--- config.mk ---
export PLATFORM = sky130hd
export DESIGN_NAME = pwit_regs
export DESIGN_NICKNAME = d
export VERILOG_FILES = /design/src/logic/pwit_regs.v
export VERILOG_INCLUDE_DIRS = /design/src /design/src/logic
export SDC_FILE = /design/constraint.sdc
export NUM_CORES = 1
export LEC_CHECK = 0
export BUFFER_PORTS_ARGS = -buffer_cell sky130_fd_sc_hd__buf_4
export CORE_MARGIN = 4
export CORE_UTILIZATION = 59
export DETAILED_ROUTE_END_ITERATION = 12
export GPL_TIMING_DRIVEN = 1
export PLACE_DENSITY_LB_ADDON = 0.1
export SLEW_MARGIN = 20
export SYNTH_ARGS = -nofsm -noshare
export SYNTH_HDL_FRONTEND = slang
export SYNTH_SLANG_ARGS = --single-unit
export TNS_END_PERCENT = 20
--- constraint.sdc ---
create_clock -name clk_sys -period 7.8 [get_ports clk_sys]
set_input_delay 1.17 -clock clk_sys [delete_from_list [all_inputs] [get_ports clk_sys]]
set_output_delay 1.17 -clock clk_sys [all_outputs]
set_load 0.02 [all_outputs]
--- src/logic/pwit_consts.vh ---
// offsets, field positions, reset values and codes of the port wake/irq/tag registers
// assumes: includer uses the AXI4-Lite byte address bits [17:2] as the register index
`ifndef PWIT_CONSTS_VH
`define PWIT_CONSTS_VH

// ----------------------------------------------------------------------------
// register index, low twelve bits; bits [15:12] of the index carry the port
// ----------------------------------------------------------------------------
`define PWIT_OFF_TAG_HIGH    12'h000
`define PWIT_OFF_TAG_LOW     12'h001
`define PWIT_OFF_WAKE_EVENT  12'h013
`define PWIT_OFF_WAKE_ENABLE 12'h017
`define PWIT_OFF_IRQ_STATUS  12'h01b
`define PWIT_OFF_IRQ_MASK    12'h01f
// block level event status and enable, on port nibble zero
`define PWIT_OFF_BLK_STATUS  12'h000
`define PWIT_OFF_BLK_ENABLE  12'h001

// ----------------------------------------------------------------------------
// ports and reset values
// ----------------------------------------------------------------------------
`define PWIT_PORT_FIRST      4'h1
`define PWIT_PORT_LAST       4'h7
`define PWIT_PHY_PORTS       7'h1f
`define PWIT_RST_TAG_HIGH    8'h00
`define PWIT_RST_TAG_LOW     8'h01

// ----------------------------------------------------------------------------
// field positions
// ----------------------------------------------------------------------------
`define PWIT_WAKE_MAGIC      2
`define PWIT_WAKE_LINK       1
`define PWIT_WAKE_ENERGY     0
`define PWIT_IRQ_PTP         2
`define PWIT_IRQ_PHY         1
`define PWIT_IRQ_ACL         0
`define PWIT_BLK_MAGIC       0
`define PWIT_BLK_LINK        1
`define PWIT_BLK_ENERGY      2
`define PWIT_BLK_ACL         3

// ----------------------------------------------------------------------------
// register selector codes and bus responses
// ----------------------------------------------------------------------------
`define PWIT_SEL_TAG_HIGH    3'h0
`define PWIT_SEL_TAG_LOW     3'h1
`define PWIT_SEL_WAKE_EVENT  3'h2
`define PWIT_SEL_WAKE_ENABLE 3'h3
`define PWIT_SEL_IRQ_STATUS  3'h4
`define PWIT_SEL_IRQ_MASK    3'h5
`define PWIT_SEL_BLK_STATUS  3'h6
`define PWIT_SEL_BLK_ENABLE  3'h7
`define PWIT_RESP_OKAY       2'h0
`define PWIT_RESP_SLVERR     2'h2

`endif

--- src/logic/pwit_regs.v ---
// per-port default tag, wake-on-lan and port interrupt registers, AXI4-Lite slave
// assumes: event and interrupt inputs come from switch logic on clk_sys, events are pulses
//
// Register access over AXI4-Lite was chosen for this implementation.
`include "pwit_consts.vh"

module pwit_regs (
    input  wire        clk_sys,
    input  wire        reset,
    input  wire [17:0] s_axi_awaddr,
    input  wire        s_axi_awvalid,
    output reg         s_axi_awready,
    input  wire [31:0] s_axi_wdata,
    input  wire [3:0]  s_axi_wstrb,
    input  wire        s_axi_wvalid,
    output reg         s_axi_wready,
    output reg  [1:0]  s_axi_bresp,
    output reg         s_axi_bvalid,
    input  wire        s_axi_bready,
    input  wire [17:0] s_axi_araddr,
    input  wire        s_axi_arvalid,
    output reg         s_axi_arready,
    output reg  [31:0] s_axi_rdata,
    output reg  [1:0]  s_axi_rresp,
    output reg         s_axi_rvalid,
    input  wire        s_axi_rready,
    input  wire [47:0] switch_mac_addr,
    input  wire        magic_pkt_valid,
    input  wire [2:0]  magic_pkt_port,
    input  wire [47:0] magic_pkt_dest,
    input  wire [6:0]  link_up_pulse,
    input  wire [6:0]  energy_pulse,
    input  wire [6:0]  ptp_irq_pending,
    input  wire [6:0]  phy_irq_pending,
    input  wire [6:0]  acl_irq_pulse,
    output reg         wake_event_out,
    output reg  [6:0]  port_irq_req,
    output reg         irq
);

    // ------------------------------------------------------------------------
    // address decode
    // ------------------------------------------------------------------------
    localparam [6:0] PHY_PORTS = `PWIT_PHY_PORTS;
    // returns {hit, selector}
    function [3:0] reg_decode;
        input [17:0] addr;
        reg   [3:0]  port;
        reg   [11:0] off;
        begin
            port = addr[17:14];
            off  = addr[13:2];
            reg_decode = 4'h0;
            if (port == 4'h0) begin
                if (off == `PWIT_OFF_BLK_STATUS)
                    reg_decode = {1'b1, `PWIT_SEL_BLK_STATUS};
                else if (off == `PWIT_OFF_BLK_ENABLE)
                    reg_decode = {1'b1, `PWIT_SEL_BLK_ENABLE};
            end else if (port >= `PWIT_PORT_FIRST && port <= `PWIT_PORT_LAST) begin
                case (off)
                    `PWIT_OFF_TAG_HIGH:    reg_decode = {1'b1, `PWIT_SEL_TAG_HIGH};
                    `PWIT_OFF_TAG_LOW:     reg_decode = {1'b1, `PWIT_SEL_TAG_LOW};
                    `PWIT_OFF_WAKE_EVENT:  reg_decode = {1'b1, `PWIT_SEL_WAKE_EVENT};
                    `PWIT_OFF_WAKE_ENABLE: reg_decode = {1'b1, `PWIT_SEL_WAKE_ENABLE};
                    `PWIT_OFF_IRQ_STATUS:  reg_decode = {1'b1, `PWIT_SEL_IRQ_STATUS};
                    `PWIT_OFF_IRQ_MASK:    reg_decode = {1'b1, `PWIT_SEL_IRQ_MASK};
                    default:               reg_decode = 4'h0;
                endcase
            end
        end
    endfunction

    // ------------------------------------------------------------------------
    // storage
    // ------------------------------------------------------------------------
    reg [7:0]  tag_high       [1:7];
    reg [7:0]  tag_low        [1:7];
    reg [2:0]  wake_event     [1:7];
    reg [2:0]  wake_enable    [1:7];
    reg        acl_status     [1:7];
    reg [2:0]  irq_mask       [1:7];
    reg [7:0]  next_tag_high  [1:7];
    reg [7:0]  next_tag_low   [1:7];
    reg [2:0]  next_wake_event[1:7];
    reg [2:0]  next_wake_enable[1:7];
    reg        next_acl_status[1:7];
    reg [2:0]  next_irq_mask  [1:7];
    reg [3:0]  blk_status;
    reg [3:0]  blk_enable;
    reg [3:0]  next_blk_status;
    reg [3:0]  next_blk_enable;

    reg        aw_held;
    reg        w_held;
    reg [17:0] aw_addr_q;
    reg [7:0]  w_data_q;
    reg        w_lane0_q;

    reg        next_wake;
    reg [6:0]  next_port_irq;
    reg [31:0] next_rdata;
    reg [1:0]  next_rresp;
    reg [3:0]  ev_sum;

    wire       wr_do   = aw_held & w_held & ~s_axi_bvalid;
    wire [3:0] wr_dec  = reg_decode(aw_addr_q);
    wire [2:0] wr_port = aw_addr_q[16:14];
    wire       wr_ok   = wr_do & wr_dec[3] & w_lane0_q;
    wire       rd_do   = s_axi_arvalid & s_axi_arready;
    wire [3:0] rd_dec  = reg_decode(s_axi_araddr);
    wire [2:0] rd_port = s_axi_araddr[16:14];
    wire       magic_hit = magic_pkt_valid && (magic_pkt_dest == switch_mac_addr);

    // ------------------------------------------------------------------------
    // per-port current status view
    // ------------------------------------------------------------------------
    function [2:0] port_status;
        input [2:0] p;
        input       ptp;
        input       phy;
        input       acl;
        reg         is_phy;
        begin
            is_phy = PHY_PORTS[p - 3'd1];
            port_status = 3'h0;
            port_status[`PWIT_IRQ_PTP] = ptp & is_phy;
            port_status[`PWIT_IRQ_PHY] = phy & is_phy;
            port_status[`PWIT_IRQ_ACL] = acl;
        end
    endfunction

    // ------------------------------------------------------------------------
    // next state of the register file
    // ------------------------------------------------------------------------
    integer p;
    integer q;
    always @* begin
        next_wake     = 1'b0;
        next_port_irq = 7'h00;
        ev_sum        = 4'h0;
        for (p = 1; p <= 7; p = p + 1) begin
            next_tag_high[p]    = tag_high[p];
            next_tag_low[p]     = tag_low[p];
            next_wake_event[p]  = wake_event[p];
            next_wake_enable[p] = wake_enable[p];
            next_acl_status[p]  = acl_status[p];
            next_irq_mask[p]    = irq_mask[p];
            // software side first, so hardware sets below win over clears
            if (wr_ok && wr_port == p[2:0]) begin
                case (wr_dec[2:0])
                    `PWIT_SEL_TAG_HIGH:    next_tag_high[p] = w_data_q;
                    `PWIT_SEL_TAG_LOW:     next_tag_low[p]  = w_data_q;
                    `PWIT_SEL_WAKE_EVENT:
                        next_wake_event[p] = wake_event[p] & ~w_data_q[2:0];
                    `PWIT_SEL_WAKE_ENABLE: next_wake_enable[p] = w_data_q[2:0];
                    `PWIT_SEL_IRQ_MASK: begin
                        next_irq_mask[p] = w_data_q[2:0];
                        if (w_data_q[`PWIT_IRQ_ACL] != irq_mask[p][`PWIT_IRQ_ACL])
                            next_acl_status[p] = 1'b0;
                    end
                    default: ;
                endcase
            end
            if (magic_hit && magic_pkt_port == p[2:0])
                next_wake_event[p][`PWIT_WAKE_MAGIC] = 1'b1;
            if (link_up_pulse[p-1])
                next_wake_event[p][`PWIT_WAKE_LINK] = 1'b1;
            if (energy_pulse[p-1])
                next_wake_event[p][`PWIT_WAKE_ENERGY] = 1'b1;
            if (acl_irq_pulse[p-1])
                next_acl_status[p] = 1'b1;
            if (!PHY_PORTS[p-1]) begin
                next_wake_event[p][1:0]  = 2'b00;
                next_wake_enable[p][1:0] = 2'b00;
            end
            next_wake = next_wake | (|(wake_event[p] & wake_enable[p]));
            next_port_irq[p-1] = |(port_status(p[2:0], ptp_irq_pending[p-1],
                                  phy_irq_pending[p-1], acl_status[p])
                                  & ~irq_mask[p]);
            ev_sum[`PWIT_BLK_MAGIC]  = ev_sum[`PWIT_BLK_MAGIC]
                                     | (magic_hit && magic_pkt_port == p[2:0]);
            ev_sum[`PWIT_BLK_LINK]   = ev_sum[`PWIT_BLK_LINK]
                                     | (link_up_pulse[p-1] & PHY_PORTS[p-1]);
            ev_sum[`PWIT_BLK_ENERGY] = ev_sum[`PWIT_BLK_ENERGY]
                                     | (energy_pulse[p-1] & PHY_PORTS[p-1]);
            ev_sum[`PWIT_BLK_ACL]    = ev_sum[`PWIT_BLK_ACL] | acl_irq_pulse[p-1];
        end
        // block events: read clears, a new event in the same cycle wins
        next_blk_status = blk_status;
        if (rd_do && rd_dec == {1'b1, `PWIT_SEL_BLK_STATUS})
            next_blk_status = 4'h0;
        next_blk_status = next_blk_status | ev_sum;
        next_blk_enable = blk_enable;
        if (wr_ok && wr_port == 3'd0 && wr_dec[2:0] == `PWIT_SEL_BLK_ENABLE)
            next_blk_enable = w_data_q[3:0];
    end

    // ------------------------------------------------------------------------
    // read data mux
    // ------------------------------------------------------------------------
    always @* begin
        next_rdata = 32'h0000_0000;
        next_rresp = `PWIT_RESP_OKAY;
        if (!rd_dec[3]) begin
            next_rresp = `PWIT_RESP_SLVERR;
        end else begin
            case (rd_dec[2:0])
                `PWIT_SEL_TAG_HIGH:    next_rdata[7:0] = tag_high[rd_port];
                `PWIT_SEL_TAG_LOW:     next_rdata[7:0] = tag_low[rd_port];
                `PWIT_SEL_WAKE_EVENT:  next_rdata[2:0] = wake_event[rd_port];
                `PWIT_SEL_WAKE_ENABLE: next_rdata[2:0] = wake_enable[rd_port];
                `PWIT_SEL_IRQ_STATUS:
                    next_rdata[2:0] = port_status(rd_port, ptp_irq_pending[rd_port-3'd1],
                                                  phy_irq_pending[rd_port-3'd1],
                                                  acl_status[rd_port]);
                `PWIT_SEL_IRQ_MASK:    next_rdata[2:0] = irq_mask[rd_port];
                `PWIT_SEL_BLK_STATUS:  next_rdata[3:0] = blk_status;
                `PWIT_SEL_BLK_ENABLE:  next_rdata[3:0] = blk_enable;
                default:               next_rdata = 32'h0000_0000;
            endcase
        end
    end

    // ------------------------------------------------------------------------
    // registers and bus handshakes
    // ------------------------------------------------------------------------
    always @(posedge clk_sys) begin
        if (reset) begin
            for (q = 1; q <= 7; q = q + 1) begin
                tag_high[q]    <= `PWIT_RST_TAG_HIGH;
                tag_low[q]     <= `PWIT_RST_TAG_LOW;
                wake_event[q]  <= 3'h0;
                wake_enable[q] <= 3'h0;
                acl_status[q]  <= 1'b0;
                irq_mask[q]    <= 3'h0;
            end
            blk_status     <= 4'h0;
            blk_enable     <= 4'h0;
            aw_held        <= 1'b0;
            w_held         <= 1'b0;
            aw_addr_q      <= 18'h00000;
            w_data_q       <= 8'h00;
            w_lane0_q      <= 1'b0;
            s_axi_awready  <= 1'b1;
            s_axi_wready   <= 1'b1;
            s_axi_bvalid   <= 1'b0;
            s_axi_bresp    <= `PWIT_RESP_OKAY;
            s_axi_arready  <= 1'b1;
            s_axi_rvalid   <= 1'b0;
            s_axi_rdata    <= 32'h0000_0000;
            s_axi_rresp    <= `PWIT_RESP_OKAY;
            wake_event_out <= 1'b0;
            port_irq_req   <= 7'h00;
            irq            <= 1'b0;
        end else begin
            for (q = 1; q <= 7; q = q + 1) begin
                tag_high[q]    <= next_tag_high[q];
                tag_low[q]     <= next_tag_low[q];
                wake_event[q]  <= next_wake_event[q];
                wake_enable[q] <= next_wake_enable[q];
                acl_status[q]  <= next_acl_status[q];
                irq_mask[q]    <= next_irq_mask[q];
            end
            blk_status     <= next_blk_status;
            blk_enable     <= next_blk_enable;
            wake_event_out <= next_wake;
            port_irq_req   <= next_port_irq;
            irq            <= |(blk_status & blk_enable);
            // write address and data are taken in either order
            if (s_axi_awvalid && s_axi_awready) begin
                aw_held       <= 1'b1;
                aw_addr_q     <= s_axi_awaddr;
                s_axi_awready <= 1'b0;
            end
            if (s_axi_wvalid && s_axi_wready) begin
                w_held       <= 1'b1;
                w_data_q     <= s_axi_wdata[7:0];
                w_lane0_q    <= s_axi_wstrb[0];
                s_axi_wready <= 1'b0;
            end
            if (wr_do) begin
                s_axi_bvalid <= 1'b1;
                s_axi_bresp  <= wr_dec[3] ? `PWIT_RESP_OKAY : `PWIT_RESP_SLVERR;
            end
            if (s_axi_bvalid && s_axi_bready) begin
                s_axi_bvalid  <= 1'b0;
                aw_held       <= 1'b0;
                w_held        <= 1'b0;
                s_axi_awready <= 1'b1;
                s_axi_wready  <= 1'b1;
            end
            if (rd_do) begin
                s_axi_arready <= 1'b0;
                s_axi_rvalid  <= 1'b1;
                s_axi_rdata   <= next_rdata;
                s_axi_rresp   <= next_rresp;
            end
            if (s_axi_rvalid && s_axi_rready) begin
                s_axi_rvalid  <= 1'b0;
                s_axi_arready <= 1'b1;
            end
        end
    end

endmodule // pwit_regs

==> impl_results.rst <==
.. list-table::
   :header-rows: 1

   * - Metric
     - Value
   * - Row count
     - 51
   * - Number of synthesis warnings
     - 0
   * - Number of global-route vias before repair
     - 9,398
   * - CTS root buffer
     - clkbuf_16
   * - Setup slack, reg-to-reg
     - 4.52 ns
   * - Post-route antenna net violation count
     - 0
   * - Area Overhead vs Synth
     - 19.6%
   * - Share of synthesized cell area in full adder, half adder and majority cells
     - 0.00315
   * - Dominant combinational cell family by area after synthesis
     - simple AND/OR/NAND/NOR gates
   * - First-pass GRT wire length
     - 49,400 µm
   * - Leakage power figure
     - 5.68 nW
   * - Status
     - completed
   * - Netlist area before placement
     - 11,900 µm²
   * - Max-cap check violation count
     - 0
   * - Worst-case reg-to-reg path depth
     - 7
   * - Hold path startpoint
     - w_data_q[2]$_SDFFE_PP0P_
   * - Num ports
     - 264
   * - Starting Density
     - 0.606
   * - Worst VDD drop
     - 0.157 mV
   * - Reg2reg start
     - aw_addr_q[9]$_SDFFE_PP0P_
   * - Number of antenna repair diodes
     - 0
   * - Routed vias/inst
     - 5.85
   * - Post-synthesis mux area share
     - 0.124
   * - Pin count of the biggest net entering global routing
     - 104
   * - Buffers added on ports
     - 202
   * - Via count
     - 9,430
   * - Post-detail-place hpwl
     - 22,700 µm
   * - Synth Area in Compound Gates
     - 0.106
   * - Number of cells upsized or downsized after cts
     - 0
   * - Arrival @ worst endpoint
     - 4.43 ns
   * - Pre-CTS worst setup slack
     - 3.25 ns
   * - Synthesized-area fraction occupied by and/or/nand/nor cells
     - 0.196
   * - RSZ-0062 raised after global routing
     - false
   * - RD Place Congestion
     - 0.892
   * - Final routed DRC violation total
     - 0
   * - CTS tree
     - yes
   * - Leading area contributor after synthesis
     - edfxtp_1
   * - Max Fanout on Critical Path
     - 40
   * - Depth of the CTS H-tree
     - 1
   * - CTS Hold Buffers Added
     - 0
   * - Count of flip-flops with a built-in enable after synthesis
     - 112
   * - Category of the worst setup path launch point
     - input port
   * - Reg-to-Reg End
     - tag_high[6][0]$_SDFFCE_PN0P_
   * - Count of final max-slew check failures
     - 0
   * - Cell count of the worst hold path
     - 2
   * - Post-route total power
     - 2.77 mW
   * - Leading register cell type out of synthesis
     - dfxtp_1
   * - Clk sink count
     - 233
   * - Average cell area after synthesis
     - 10.3 µm²
   * - Xor and xnor area share after synthesis
     - 0.0360
   * - Wire length reported by the detailed router
     - 31,400 µm
   * - End of the worst hold path
     - w_data_q[2]$_SDFFE_PP0P_
   * - Highest clock frequency the design can meet
     - 247 MHz
   * - Overflow left after global routing
     - 0
   * - Maximum count of clock buffers along a single path
     - 3
   * - Tightest Hold Check Type
     - register to register
   * - X dimension of the die
     - 150 µm
   * - Crit path setup slack, layout
     - 3.75 ns
   * - First-pass detailed-route iteration total
     - 6
   * - Number of antenna violations at the first check in global routing
     - 0
   * - Main area contributors after synthesis
     - edfxtp_1, dfxtp_1, mux2i_1
   * - Vert. Die Dim
     - 150 µm
   * - Classification of the worst setup path
     - input port to register
   * - Detailed router's first-iteration violation count
     - 854
   * - Total track usage
     - 0.278
   * - Final number of hold-violating endpoints
     - 0
   * - Final total negative setup slack
     - 0 ns
   * - Total number of nets in the final design
     - 1,546
   * - Share of the clock period used by the worst path after layout
     - 0.519
   * - Setup Buffers After CTS
     - 0
   * - Distinct cells, synth
     - 74
   * - Setup Viol. Count Final
     - 0
   * - Async SR Flop Fraction
     - 0
   * - Layout cells sized above 1
     - 0.241
   * - Share of Yosys cell area claimed by the top area cell type
     - 0.282
   * - Number of CTS-inserted buffers
     - 24
   * - Clock insertion delay at the later pin of the skew report
     - 0.51 ns
   * - Power per cell area
     - 194 nW/µm²
   * - Worst-Margin Slew
     - 1.06 ns
   * - Reg clk slew, reported paths
     - 0.06 ns
   * - Worst slew margin relative to its limit
     - 0.291
   * - Required time of the worst setup path
     - 8.18 ns
   * - Gate count after technology mapping
     - 1,151
   * - Average routed wire per standard cell
     - 19.5 µm
   * - Crit. End Element
     - register
   * - Flip-flop and latch count after synthesis
     - 233
   * - Sequential fraction of the synthesis area
     - 0.486
   * - Tmin final
     - 4.05 ns
   * - Max Clock Skew
     - 0.00816 ns
   * - Overall die area
     - 22,500 µm²
   * - Placeable core region
     - 19,700 µm²
metal layers:
metal | up-vias | part of all wire | GRT usage
met5 | - | 0 | 0
met4 | 0 | 0.023 | 0.0759
met3 | 39 | 0.088 | 0.0515
met2 | 451 | 0.49 | 0.470
met1 | 4473 | 0.40 | 0.370
li1 | 4467 | - | -
final cells by class:
class                   instances  area [µm²]
clock buffers                  34         689
inverters                      40         150
clock inverters                 9        71.3
fillers                      1484        5410
well taps                     265         332
multi-input cells             821        5640
repair buffers                209        1570
flip-flops and latches        233        5790
cells in the final DEF (no fill, tap or decap), drive strengths merged, types with 26 or more instances in the layout:
| cell | Yosys | routed |
|---|---|---|
| nand2 | 87 | 87 |
| clkbuf | 37 | 34 |
| inv | 39 | 39 |
| and2 | 53 | 53 |
| nand3 | 30 | 30 |
| mux4 | 28 | 28 |
| edfxtp | 112 | 112 |
| nor3 | 29 | 29 |
| o21ai | 29 | 29 |
| buf | 45 | 209 |
| dfxtp | 121 | 121 |
| mux2i | 71 | 71 |
| nor2 | 150 | 150 |
| conb | 1 | 26 |
| xor2 | 32 | 32 |
| a21oi | 70 | 70 |
worst max path at each step:
stage                startpoint                           to  slack, ns
5_1_grt        s_axi_araddr[15]  s_axi_rdata[7]$_SDFFE_PP0P_       3.59
4_1_cts        s_axi_araddr[15]  s_axi_rdata[7]$_SDFFE_PP0P_       3.75
6_report       s_axi_araddr[15]  s_axi_rdata[7]$_SDFFE_PP0P_       3.75
3_5_place_dp   s_axi_araddr[15]  s_axi_rdata[7]$_SDFFE_PP0P_       3.25
3_3_place_gp   s_axi_araddr[15]  s_axi_rdata[7]$_SDFFE_PP0P_       3.31
2_1_floorplan  s_axi_araddr[14]  s_axi_rdata[2]$_SDFFE_PP0P_       4.13
flip-flops by register name, indices dropped and copies added (netlist names), 4 cells and up:
register      flops
tag_low          56
irq_mask         21
aw_addr_q        16
blk_status        4
tag_high         56
acl_status        7
blk_enable        4
wake_enable      17
wake_event       17
port_irq_req      7
w_data_q          8
s_axi_rdata       8
logic make-up after synthesis:
kind of cell    Yosys count
compound gates          188
xor+xnor                 49
fa+ha+maj                 3
buf+inv                 122
flops                   233
mux                     111
other cells               1
simple gates            444
where the power goes:
part / internal (mW) / switching (mW)
registers: 1.32 / 0.0262
clock network: 0.647 / 0.461
logic: 0.141 / 0.175
total: 2.11 / 0.662
worst max-delay path: stages:
cell and delay (ns):
buf_4 0.40, clkinv_1 0.51, ha_1 0.36, nand2b_1 0.19
a21o_1 0.28, a32oi_4 0.63, mux4_1 0.63, nand3_1 0.12
o211ai_1 0.12
metrics by stage:
stage	hold WS, ns	instances	area (µm²)	util
floorplan	0.436	1176	12000	-
global placement	0.443	1568	13500	0.686
detailed placement	0.448	1568	13500	0.686
CTS	0.457	1611	14200	0.725
global route	0.471	1611	14200	0.725
finish	0.453	1611	14200	0.725
cells in the mapped netlist (all sizes together), types with 30 or more instances:
cell / n
dfxtp: 121
buf: 45
nand2: 87
nand3: 30
nor2: 150
edfxtp: 112
mux2i: 71
inv: 39
clkbuf: 37
a21oi: 70
and2: 53
xor2: 32
Power figures use the tool's default switching activity.
